### src/frsp_pkg.sv
// Constants and types for the flash row self-programming controller
package frsp_pkg;

  // ----------------------------------------------------------------
  // Register map (byte address is four times the index)
  // ----------------------------------------------------------------
  localparam int          AXI_AW   = 14;
  localparam logic [11:0] IDX_CTL  = 12'h760;
  localparam logic [11:0] IDX_ADRL = 12'h762;
  localparam logic [11:0] IDX_ADRH = 12'h764;
  localparam logic [11:0] IDX_KEY  = 12'h766;
  localparam logic [11:0] IDX_PAGE = 12'h768;
  localparam logic [11:0] IDX_STAT = 12'h76a;
  localparam logic [1:0]  RESP_OKAY   = 2'h0;
  localparam logic [1:0]  RESP_SLVERR = 2'h2;

  // ----------------------------------------------------------------
  // Control register fields and codes
  // ----------------------------------------------------------------
  localparam int          CTL_GO_BIT   = 15;
  localparam int          CTL_MODIFY_PERMIT_BIT_BIT = 14;
  localparam int          CTL_ERR_BIT  = 13;
  localparam int          OP_W         = 7;
  localparam logic [6:0]  OP_ERASE_ROW = 7'h41;
  localparam logic [6:0]  OP_PROG_ROW  = 7'h01;
  localparam int          STAT_DONE_BIT = 0;
  localparam logic [7:0]  KEY_FIRST    = 8'h55;
  localparam logic [7:0]  KEY_SECOND   = 8'haa;

  // ----------------------------------------------------------------
  // Array geometry and timing
  // ----------------------------------------------------------------
  localparam int ROW_INSTR      = 32;
  localparam int ROWS_PER_PANEL = 128;
  localparam int IDX_LSB        = 1;
  localparam int IDX_W          = 5;
  localparam int ROW_LSB        = 6;
  localparam int PANEL_LSB      = 13;
  localparam int OP_TIME_NS     = 2000000;
  localparam int CLK_PERIOD_NS  = 50;
  localparam int OP_CYCLES_DEF  = OP_TIME_NS / CLK_PERIOD_NS;

  typedef enum logic [2:0] {
    REG_NONE, REG_CTL, REG_ADRL, REG_ADRH, REG_KEY, REG_PAGE, REG_STAT
  } frsp_reg_t;

  typedef enum logic [1:0] {KEY_IDLE, KEY_GOT1, KEY_ARMED} frsp_key_t;

endpackage

### src/frsp_ctrl.sv
// Flash row self-programming controller with AXI4-Lite registers
//
// Chosen here: the AXI4-Lite interface to the registers and the address map.
`timescale 1ns/100ps
module frsp_ctrl import frsp_pkg::*; #(
  parameter int NUM_PANELS = 1,
  parameter int OP_CYCLES  = OP_CYCLES_DEF
) (
  input  wire logic              sys_clk,
  input  wire logic              resetn,
  input  wire logic              awvalid,
  output      logic              awready,
  input  wire logic [AXI_AW-1:0] awaddr,
  input  wire logic              wvalid,
  output      logic              wready,
  input  wire logic [31:0]       wdata,
  input  wire logic [3:0]        wstrb,
  output      logic              bvalid,
  input  wire logic              bready,
  output      logic [1:0]        bresp,
  input  wire logic              arvalid,
  output      logic              arready,
  input  wire logic [AXI_AW-1:0] araddr,
  output      logic              rvalid,
  input  wire logic              rready,
  output      logic [31:0]       rdata,
  output      logic [1:0]        rresp,
  input  wire logic              tbl_req,
  input  wire logic              tbl_write,
  input  wire logic              tbl_high,
  input  wire logic              tbl_byte,
  input  wire logic [15:0]       tbl_ea,
  input  wire logic [15:0]       tbl_wdata,
  output      logic              tbl_done,
  output      logic [15:0]       tbl_rdata,
  input  wire logic              abort_rst_pin,
  output      logic              cpu_stall,
  output      logic              flash_done_flag,
  output      logic              fl_rd_en,
  output      logic [23:0]       fl_addr,
  input  wire logic [23:0]       fl_rd_data,
  output      logic              fl_erase,
  output      logic              fl_wr_en,
  output      logic [23:0]       fl_wr_data
);

  localparam int TMR_W = $clog2(OP_CYCLES + 1);

  typedef struct packed {
    logic s1, s2, s3, filt, prev;
    logic awready, aw_got, wready, w_got, bvalid, arready, rvalid;
    logic [AXI_AW-1:0] aw_addr;
    logic [31:0]       wdata;
    logic [3:0]        wstrb;
    logic [1:0]        bresp, rresp;
    logic [31:0]       rdata;
    logic              t_ph, t_write, t_high, t_byte, t_odd;
    logic              tbl_done;
    logic [15:0]       tbl_rdata;
    logic              busy, modify_permit_bit, err, done, strm;
    logic [OP_W-1:0]   op;
    logic [15:0]       adr_lo;
    logic [7:0]        adr_hi, page;
    frsp_key_t         key;
    logic [TMR_W-1:0]  timer;
    logic [IDX_W-1:0]  widx;
    logic              fl_rd_en, fl_erase, fl_wr_en;
    logic [23:0]       fl_addr, fl_wr_data;
  } frsp_state_t;

  frsp_state_t s, n;
  logic [23:0] latch [NUM_PANELS*ROW_INSTR];
  logic [23:0] latch_rd;
  logic [23:0] wr_ptr;
  logic        abort_evt;

  // ----------------------------------------------------------------
  // Helpers
  // ----------------------------------------------------------------
  function automatic frsp_reg_t dec(input logic [AXI_AW-1:0] a);
    logic [11:0] idx;
    idx = a[AXI_AW-1:2];
    case (idx)
      IDX_CTL:  dec = REG_CTL;
      IDX_ADRL: dec = REG_ADRL;
      IDX_ADRH: dec = REG_ADRH;
      IDX_KEY:  dec = REG_KEY;
      IDX_PAGE: dec = REG_PAGE;
      IDX_STAT: dec = REG_STAT;
      default:  dec = REG_NONE;
    endcase
  endfunction

  function automatic logic [15:0] lanes(input logic [15:0] o, input logic [31:0] d,
                                        input logic [3:0] st);
    lanes = {st[1] ? d[15:8] : o[15:8], st[0] ? d[7:0] : o[7:0]};
  endfunction

  // Panel slot of a program address; address bits from PANEL_LSB up, modulo NUM_PANELS, select the panel
  function automatic int lat_idx(input logic [23:0] a);
    lat_idx = (int'(a[23:PANEL_LSB]) % NUM_PANELS) * ROW_INSTR
            + int'(a[IDX_LSB +: IDX_W]);
  endfunction

  // Odd-address high byte is the phantom byte: reads zero, writes ignored
  function automatic logic [23:0] wr_lane(input logic [23:0] o, input logic [15:0] d,
                                          input logic h, input logic b, input logic odd);
    wr_lane = o;
    if (h) begin
      if (!(b && odd)) wr_lane[23:16] = d[7:0];
    end else if (!b) begin
      wr_lane[15:0] = d;
    end else if (odd) begin
      wr_lane[15:8] = d[7:0];
    end else begin
      wr_lane[7:0] = d[7:0];
    end
  endfunction

  function automatic logic [15:0] rd_lane(input logic [23:0] w, input logic h,
                                          input logic b, input logic odd);
    if (h) rd_lane = (b && odd) ? 16'h0000 : {8'h00, w[23:16]};
    else if (!b) rd_lane = w[15:0];
    else rd_lane = {8'h00, odd ? w[15:8] : w[7:0]};
  endfunction

  assign wr_ptr    = {s.page, tbl_ea};
  assign latch_rd  = latch[lat_idx({s.adr_hi, s.adr_lo[15:ROW_LSB], s.widx, 1'b0})];
  assign abort_evt = s.filt && !s.prev;

  // ----------------------------------------------------------------
  // Next state
  // ----------------------------------------------------------------
  always_comb begin
    frsp_reg_t  wsel;
    frsp_reg_t  rsel;
    logic [31:0] wd;
    logic        do_wr;
    n = s;
    wsel = dec(s.aw_addr);
    rsel = dec(araddr);
    wd = s.wdata;
    do_wr = s.aw_got && s.w_got && !s.bvalid;
    n.tbl_done = 1'b0;
    n.fl_rd_en = 1'b0;
    n.fl_erase = 1'b0;
    n.fl_wr_en = 1'b0;

    // Reset-event pin: three stages, change accepted when last two agree
    n.s1 = abort_rst_pin;
    n.s2 = s.s1;
    n.s3 = s.s2;
    if (s.s2 == s.s3) n.filt = s.s3;
    n.prev = s.filt;

    // Table access; the core is stalled while an operation runs
    n.t_ph = tbl_req && !s.busy;
    if (tbl_req && !s.busy) begin
      n.t_write = tbl_write;
      n.t_high  = tbl_high;
      n.t_byte  = tbl_byte;
      n.t_odd   = tbl_ea[0];
      n.adr_lo  = tbl_ea;
      n.adr_hi  = s.page;
      n.key     = KEY_IDLE;
      if (!tbl_write) begin
        n.fl_rd_en = 1'b1;
        n.fl_addr  = wr_ptr;
      end
    end
    if (s.t_ph) begin
      n.tbl_done = 1'b1;
      if (!s.t_write) n.tbl_rdata = rd_lane(fl_rd_data, s.t_high, s.t_byte, s.t_odd);
    end

    // AXI write channels, taken in either order
    if (awvalid && s.awready) begin
      n.aw_got  = 1'b1;
      n.aw_addr = awaddr;
    end
    if (wvalid && s.wready) begin
      n.w_got = 1'b1;
      n.wdata = wdata;
      n.wstrb = wstrb;
    end
    if (s.bvalid && bready) n.bvalid = 1'b0;
    if (do_wr) begin
      n.aw_got = 1'b0;
      n.w_got  = 1'b0;
      n.bvalid = 1'b1;
      n.bresp  = (wsel == REG_NONE) ? RESP_SLVERR : RESP_OKAY;
      n.key    = KEY_IDLE;
      case (wsel)
        REG_CTL: begin
          if (!s.busy) begin
            if (s.wstrb[0]) n.op = wd[OP_W-1:0];
            if (s.wstrb[1]) begin
              n.modify_permit_bit = wd[CTL_MODIFY_PERMIT_BIT_BIT];
              if (!wd[CTL_ERR_BIT]) n.err = 1'b0;
              if (wd[CTL_GO_BIT] && wd[CTL_MODIFY_PERMIT_BIT_BIT] && s.key == KEY_ARMED
                  && (n.op == OP_ERASE_ROW || n.op == OP_PROG_ROW)) begin
                n.busy  = 1'b1;
                n.timer = TMR_W'(OP_CYCLES - 1);
                n.widx  = '0;
                n.strm  = (n.op == OP_PROG_ROW);
                if (n.op == OP_ERASE_ROW) begin
                  n.fl_erase = 1'b1;
                  n.fl_addr  = {s.adr_hi, s.adr_lo[15:ROW_LSB], {ROW_LSB{1'b0}}};
                end
              end
            end
          end
        end
        REG_ADRL: if (!s.busy) n.adr_lo = lanes(s.adr_lo, wd, s.wstrb);
        REG_ADRH: if (!s.busy && s.wstrb[0]) n.adr_hi = wd[7:0];
        REG_PAGE: if (s.wstrb[0]) n.page = wd[7:0];
        REG_STAT: if (s.wstrb[0] && wd[STAT_DONE_BIT]) n.done = 1'b0;
        REG_KEY: begin
          if (s.wstrb[0] && wd[7:0] == KEY_FIRST && s.key == KEY_IDLE)
            n.key = KEY_GOT1;
          else if (s.wstrb[0] && wd[7:0] == KEY_SECOND && s.key == KEY_GOT1)
            n.key = KEY_ARMED;
        end
        default: ;
      endcase
    end

    // AXI read channel; the key register reads as zero
    if (s.rvalid && rready) n.rvalid = 1'b0;
    if (arvalid && s.arready) begin
      n.rvalid = 1'b1;
      n.key    = KEY_IDLE;
      n.rresp  = (rsel == REG_NONE) ? RESP_SLVERR : RESP_OKAY;
      case (rsel)
        REG_CTL:  n.rdata = {16'h0000, s.busy, s.modify_permit_bit, s.err, 6'h00, s.op};
        REG_ADRL: n.rdata = {16'h0000, s.adr_lo};
        REG_ADRH: n.rdata = {24'h000000, s.adr_hi};
        REG_PAGE: n.rdata = {24'h000000, s.page};
        REG_STAT: n.rdata = {31'h00000000, s.done};
        default:  n.rdata = 32'h00000000;
      endcase
    end
    n.awready = !n.aw_got && !n.bvalid;
    n.wready  = !n.w_got && !n.bvalid;
    n.arready = !n.rvalid;

    // Row operation: a program streams the whole row while the cell time counts down
    if (s.busy) begin
      if (s.strm) begin
        n.fl_wr_en   = 1'b1;
        n.fl_addr    = {s.adr_hi, s.adr_lo[15:ROW_LSB], s.widx, 1'b0};
        n.fl_wr_data = latch_rd;
        n.widx       = s.widx + 1'b1;
        if (s.widx == IDX_W'(ROW_INSTR - 1)) n.strm = 1'b0;
      end
      if (abort_evt) begin
        n.busy     = 1'b0;
        n.strm     = 1'b0;
        n.fl_wr_en = 1'b0;
        n.err      = 1'b1;
      end else if (s.timer == '0) begin
        n.busy = 1'b0;
        n.done = 1'b1;
      end else begin
        n.timer = s.timer - 1'b1;
      end
    end
  end

  // ----------------------------------------------------------------
  // State register and write latches
  // ----------------------------------------------------------------
  always_ff @(posedge sys_clk) begin
    if (!resetn) begin
      s     <= '0;
      s.key <= KEY_IDLE;
    end else begin
      s <= n;
    end
  end

  // Latches only, never the array, on a table write
  always_ff @(posedge sys_clk) begin
    if (tbl_req && tbl_write && !s.busy)
      latch[lat_idx(wr_ptr)] <= wr_lane(latch[lat_idx(wr_ptr)], tbl_wdata,
                                        tbl_high, tbl_byte, tbl_ea[0]);
  end

  assign awready         = s.awready;
  assign wready          = s.wready;
  assign bvalid          = s.bvalid;
  assign bresp           = s.bresp;
  assign arready         = s.arready;
  assign rvalid          = s.rvalid;
  assign rdata           = s.rdata;
  assign rresp           = s.rresp;
  assign tbl_done        = s.tbl_done;
  assign tbl_rdata       = s.tbl_rdata;
  assign cpu_stall       = s.busy;
  assign flash_done_flag = s.done;
  assign fl_rd_en        = s.fl_rd_en;
  assign fl_addr         = s.fl_addr;
  assign fl_erase        = s.fl_erase;
  assign fl_wr_en        = s.fl_wr_en;
  assign fl_wr_data      = s.fl_wr_data;

  // ----------------------------------------------------------------
  // Checks
  // ----------------------------------------------------------------
  int op_cnt;
  int wr_cnt;
  always_ff @(posedge sys_clk) begin
    if (!resetn || !s.busy) begin
      op_cnt <= 0;
      wr_cnt <= 0;
    end else begin
      op_cnt <= op_cnt + 1;
      wr_cnt <= wr_cnt + (s.fl_wr_en ? 1 : 0);
    end
  end
endmodule

### config.mk
export PLATFORM = sky130hd
export DESIGN_NAME = frsp_ctrl
export DESIGN_NICKNAME = d
export VERILOG_FILES = /design/src/frsp_pkg.sv /design/src/frsp_ctrl.sv
export SDC_FILE = /design/constraint.sdc
export NUM_CORES = 1
export LEC_CHECK = 0
export BUFFER_PORTS_ARGS = -buffer_cell sky130_fd_sc_hd__buf_2
export CORE_MARGIN = 4
export CORE_UTILIZATION = 55
export CTS_CLUSTER_DIAMETER = 30
export DETAILED_ROUTE_END_ITERATION = 6
export PLACE_DENSITY = 0.73
export SLEW_MARGIN = 20
export SYNTH_ARGS = -nofsm -noshare
export SYNTH_HDL_FRONTEND = slang
export SYNTH_SLANG_ARGS = --single-unit
### constraint.sdc
create_clock -name sys_clk -period 2.6 [get_ports sys_clk]
set_input_delay 0.13 -clock sys_clk [delete_from_list [all_inputs] [get_ports sys_clk]]
set_output_delay 0.13 -clock sys_clk [all_outputs]
set_load 0.02 [all_outputs]
Word level (Yosys, flattened, before mapping). Memories as Yosys holds them, arrays and structs flattened. A register that Yosys moved wholly into a read port is not among the register bits. Index checks and enable logic that the tools add are counted. W data, S select, Z words.

Bitwise logic cells: 7. Mux-type cells: 88. Add/sub/neg operators: 2. Equality and inequality tests: 39. Reductions and logical operators: 49.

Operators with widths (number): $mux W24 (9); $mux W16 (10); $eq A12 B11 Y1 const B (12); $mux W8 (15); $mux W21 (5); $pmux W16 S5 (1); $mux W67 (1); $mux W49 (1); $mux W48 (1); $pmux W3 S6 (2); $mux W7 (4); $mux W1 (25); $logic_and A1 B1 Y1 (24); $mux W17 (1); $logic_not A16 Y1 (1); $ne A4 B4 Y1 const B (4); $sub A16 B1 Y16 const B (1); $eq A3 B3 Y1 const B (5); $reduce_and A3 Y1 (5); $mux W2 (7); $eq A3 B2 Y1 const B (4); $mux W3 (4); $mux W5 (2); $eq A8 B7 Y1 const B (1); other kinds (22) (40).

Memory bits (writable): 768. Register bits after elaboration: 220. Logic and storage cells: 229. Memories: 1.

Memories: latch (depth 32, width 24, rd ports 1, clocked after Yosys merged registers in 1, write ports 1, RTL line frsp_ctrl.sv:72) `logic [23:0] latch [NUM_PANELS*ROW_INSTR];`.

Longest topological paths before layout.
Depth after elaboration: 17. Depth in mapped cells: 9. Depth with buffers taken out: 7.

Worst setup path after synthesis. Ideal clock, no wire load.

Path type: flip-flop to flip-flop. Start point: register, netlist name s[51]. End point: register s (netlist bit fl_wr_data[0]). Cell stages (with the launch flop): 8. Data arrival time: 2.115 ns. Path buffers: 3. Clock period less this slack: 2.235 ns. Slack: 0.365 ns. Cell sequence: dfxtp_1 buf_2 buf_2 buf_2 mux4_2 mux2i_1 nor2_1 o31a_1.

RTL lines: to (signal assigned) (RTL line frsp_ctrl.sv:278) `s <= n;`; to (decl) (RTL line frsp_ctrl.sv:71) `frsp_state_t s, n;`.

==> impl_metrics.json <==
{
  "rows": 97,
  "synth-edff-count": 768,
  "share_of_final_layout_standard_cells_stronger_than_drive_strength_1_pct": 28.05,
  "dominantRegCellSynth": "sky130_fd_sc_hd__edfxtp_1",
  "maxClockFrequency_mhz": 403.8,
  "numPortBuffers": 202,
  "cp.required_ns": 3.21,
  "power_frac_seq_pct": 42.9,
  "fin_worst_skew_ns": 0.02196,
  "crit_chain": "buf_12 -> mux4_2 -> a311oi_1 -> a211oi_1 -> o31a_1",
  "synth_async_sr_flop_share_pct": 0,
  "swShare_pct": 21.00,
  "cellPowerDensity_nw_per_um2": 814.0,
  "comb_power_share_pct": 2.7,
  "clockPowerShare_pct": 54.3,
  "critical_path.endpoint": "fl_wr_data[11]$_SDFFE_PN0P_",
  "worst-endpoint-arrival_ns": 3.08,
  "first_global_vias": 25811,
  "floorplan.die_area_um2": 75740,
  "cts_sinks": 968,
  "dieWidth_um": 275.2,
  "cts_root_buffer": "sky130_fd_sc_hd__clkbuf_16",
  "start_point_of_the_critical_path": "s[51]$_SDFF_PN0_",
  "pin_count_of_the_biggest_net_entering_global_routing": 71,
  "global_route.peak_usage_layer": "met2",
  "final_estimated_routing_congestion_in_global_placement": 0.9094,
  "met2_usage_pct": 45.09,
  "use_met1_pct": 36.99,
  "detailroute.via_count": 25451,
  "crit_path_start_kind": "flip-flop",
  "rrSetupSlack_ns": 0.12,
  "initial_core_util_pct": 55.79,
  "post-cts-setup-buffer-count": 0,
  "setup-tns-final_ns": 0,
  "postSynthRegisterBits": 968,
  "r2r-start": "s[51]$_SDFF_PN0_",
  "ioPinCount": 243,
  "min_period_ns": 2.476,
  "result_of_the_run": "finished, final reports clean",
  "grt_pass1_wl_um": 159700,
  "detail_route.wirelength_um": 107000,
  "drc_errors": 0,
  "grt_antenna_before_repair": 5,
  "syn-cell-area_um2": 39270,
  "slew_headroom_pct": 35.63,
  "post-route-worst-setup-slack_ns": 0.1238,
  "area_growth_pct": 23.40,
  "detail-route-antenna-nets": 0,
  "fin_crit_sh_pct": 95.24,
  "timing_hold_violations_final": 0,
  "maxCapViolations": 0,
  "grt_use_met3_pct": 7.224,
  "switchingPower_mw": 8.285,
  "postSynthAreaPerCell_um2": 15.30,
  "worst_ir_drop_vdd_v": 0.0007051,
  "ctsHtreeMaxLevel": 4,
  "worst_skew_pair.late_latency_ns": 0.73,
  "worst_slew_pin_slew_ns": 0.9620,
  "hpwl_um": 67010,
  "setup_viol": 0,
  "total_number_of_nets_in_the_final_design": 3131,
  "clockBufferDepth": 3,
  "holdCritPathClass": "in2reg",
  "place_ws_ns": 0.1557,
  "synth_cell_types": 70,
  "grt_use_total_pct": 28.25,
  "critical_path.reg2reg.endpoint": "fl_wr_data[11]$_SDFFE_PN0P_",
  "crit_path_end_kind": "flip-flop",
  "post_synth_main_area_contributors": "sky130_fd_sc_hd__edfxtp_1 59%, sky130_fd_sc_hd__dfxtp_1 10%, sky130_fd_sc_hd__mux4_2 8.3%, sky130_fd_sc_hd__mux2i_1 4.1%, sky130_fd_sc_hd__nand2_1 2.7%",
  "detail_route.vias_per_cell": 6.259,
  "detailedRoute.firstPassIterationCount": 6,
  "final_util_pct": 68.84,
  "slowest_stage": "sky130_fd_sc_hd__dfxtp_4",
  "yosys_warnings": 0,
  "crit_path_max_fanout": 26,
  "die_h_um": 275.2,
  "yosysTopAreaCellShare_pct": 58.73,
  "placed_area_um2": 41910,
  "routedWlPerCell_um": 26.33,
  "grt_setup_unrepaired": "false",
  "maxSlewViolCount": 0,
  "synthCells": 2566,
  "cts_buf_count": 155,
  "tritoncts_clock_tree": "done",
  "clk_pin_slew_ns": 0.05,
  "worst_path_largest_cell_delay_ns": 0.58,
  "worst-setup-path-type": "reg2reg",
  "synth.yosys.seq_area_share_pct": 68.92,
  "post-synth-top-area-cell": "sky130_fd_sc_hd__edfxtp_1",
  "leak_pwr_nw": 16.87,
  "grt.overflow.total": 0,
  "design.core.area_um2": 70390,
  "design_area_um2": 48460,
  "cellInternalPower_mw": 31.16,
  "initialDrtViolationCount": 3160,
  "reg2regPathDepth": 5
}
[cell families (layout without fill, tap and decap cells)]
group | after synthesis | in the layout | synth area share (%)
XOR/XNOR | 2 | 2 | 0.04461
flip-flops | 968 | 968 | 68.92
other | 1 | 21 | 0.009549
AND/OR/NAND/NOR | 641 | 641 | 7.290
adder cells (fa/ha/maj) | 4 | 4 | 0.1275
buffers and inverters | 266 | 806 | 3.702
AO/OA/AOI/OAI | 354 | 354 | 6.818
multiplexers | 330 | 330 | 13.09
[worst max-delay path: cells and delay by family (launching register included)]
kind	cells	cell delay [ns]
compound gates	3	0.93
mux	1	0.54
flops	1	0.58
buf+inv	1	0.29
[worst min path at each step]
stage | slack [ns] | from | endpoint | cells after the start
6_report | 0.04 | tbl_wdata[5] | latch[22][5]$_DFFE_PP_ | 1
5_1_grt | 0.03 | tbl_wdata[4] | latch[26][4]$_DFFE_PP_ | 2
4_1_cts | 0.001 | tbl_wdata[4] | latch[26][4]$_DFFE_PP_ | 2
3_5_place_dp | 0.36 | tbl_write | fl_rd_en$_SDFF_PN0_ | 2
3_3_place_gp | 0.36 | tbl_write | fl_rd_en$_SDFF_PN0_ | 2
2_1_floorplan | 0.21 | tbl_write | fl_rd_en$_SDFF_PN0_ | 1
[layer usage]
metal / up-vias / part of all wire (%) / routed length [µm]
met3: 361 / 10 / 10910
met1: 12725 / 38 / 40230
met5: - / 0.012 / 13
met2: 1592 / 48 / 50990
met4: 2 / 4.6 / 4903
li1: 10771 / - / -
[what timing repair did]
action / in CTS / in global routing
hold endpoints to repair: 126 / 0
hold buffers: 101 / 0
setup endpoints to repair: 1 / 0
gates resized for setup: 1 / 0
[cell type report]
type                    count  area [µm²]
diodes                      3       7.507
repair buffers            512        3806
fillers                  4333       21930
well taps                 940        1176
inverters                   9       35.03
flip-flops and latches    968       27080
clock inverters           104        1379
clock buffers             181        4143
multi-input cells        1349       10830
[through the flow]
stage	hold slack (ns)	power (mW)	instances
2_1_floorplan	0.2093	17.71	2583
3_3_place_gp	0.3576	18.10	3677
3_5_place_dp	0.3593	18.15	3677
4_1_cts	0.001155	39.53	4063
5_1_grt	0.02829	40.44	4066
6_report	0.03544	39.45	4066
[registers in the layout, summed over array words and instances, names as in the netlist, 3 cells and up, named ones only]
register / flops
latch: 768
tbl_rdata: 16
rdata: 16
fl_wr_data: 24
n: 3
fl_addr: 24
s: 93
[power by group through the flow]
stage | clock, mW | combinational (mW) | sequential [mW]
after floorplan | 0 | 0.501 | 17.2
after global placement | 0 | 0.876 | 17.2
after detailed placement | 0 | 0.917 | 17.2
after CTS | 21.6 | 1.04 | 16.9
after global routing | 22.4 | 1.15 | 16.9
final | 21.4 | 1.08 | 16.9
[Yosys cell counts, types with 22 or more instances]
master / instances
sky130_fd_sc_hd__edfxtp_1: 768
sky130_fd_sc_hd__nand2_1: 279
sky130_fd_sc_hd__dfxtp_1: 200
sky130_fd_sc_hd__nor2_1: 187
sky130_fd_sc_hd__mux2i_1: 159
sky130_fd_sc_hd__mux4_2: 144
sky130_fd_sc_hd__buf_4: 108
sky130_fd_sc_hd__clkbuf_1: 104
sky130_fd_sc_hd__a21oi_1: 82
sky130_fd_sc_hd__a311oi_1: 43
sky130_fd_sc_hd__a221o_1: 39
sky130_fd_sc_hd__nor3_1: 33
sky130_fd_sc_hd__o21ai_0: 30
sky130_fd_sc_hd__buf_2: 28
sky130_fd_sc_hd__a211oi_1: 27
sky130_fd_sc_hd__mux2_2: 27
sky130_fd_sc_hd__o31a_1: 26
sky130_fd_sc_hd__nand3_1: 23
sky130_fd_sc_hd__o2111ai_1: 22
[cell usage in the layout, fill, tap and decap left out, drive strengths merged, types with 39 or more instances in the layout]
| cell type | count |
|---|---|
| edfxtp | 768 |
| buf | 411 |
| nand2 | 280 |
| dfxtp | 200 |
| nor2 | 187 |
| clkbuf | 181 |
| mux2i | 159 |
| mux4 | 144 |
| dlygate4sd3 | 101 |
| a21oi | 82 |
| a311oi | 43 |
| clkinv | 41 |
| a221o | 39 |
(Power assumes the default switching activity.)
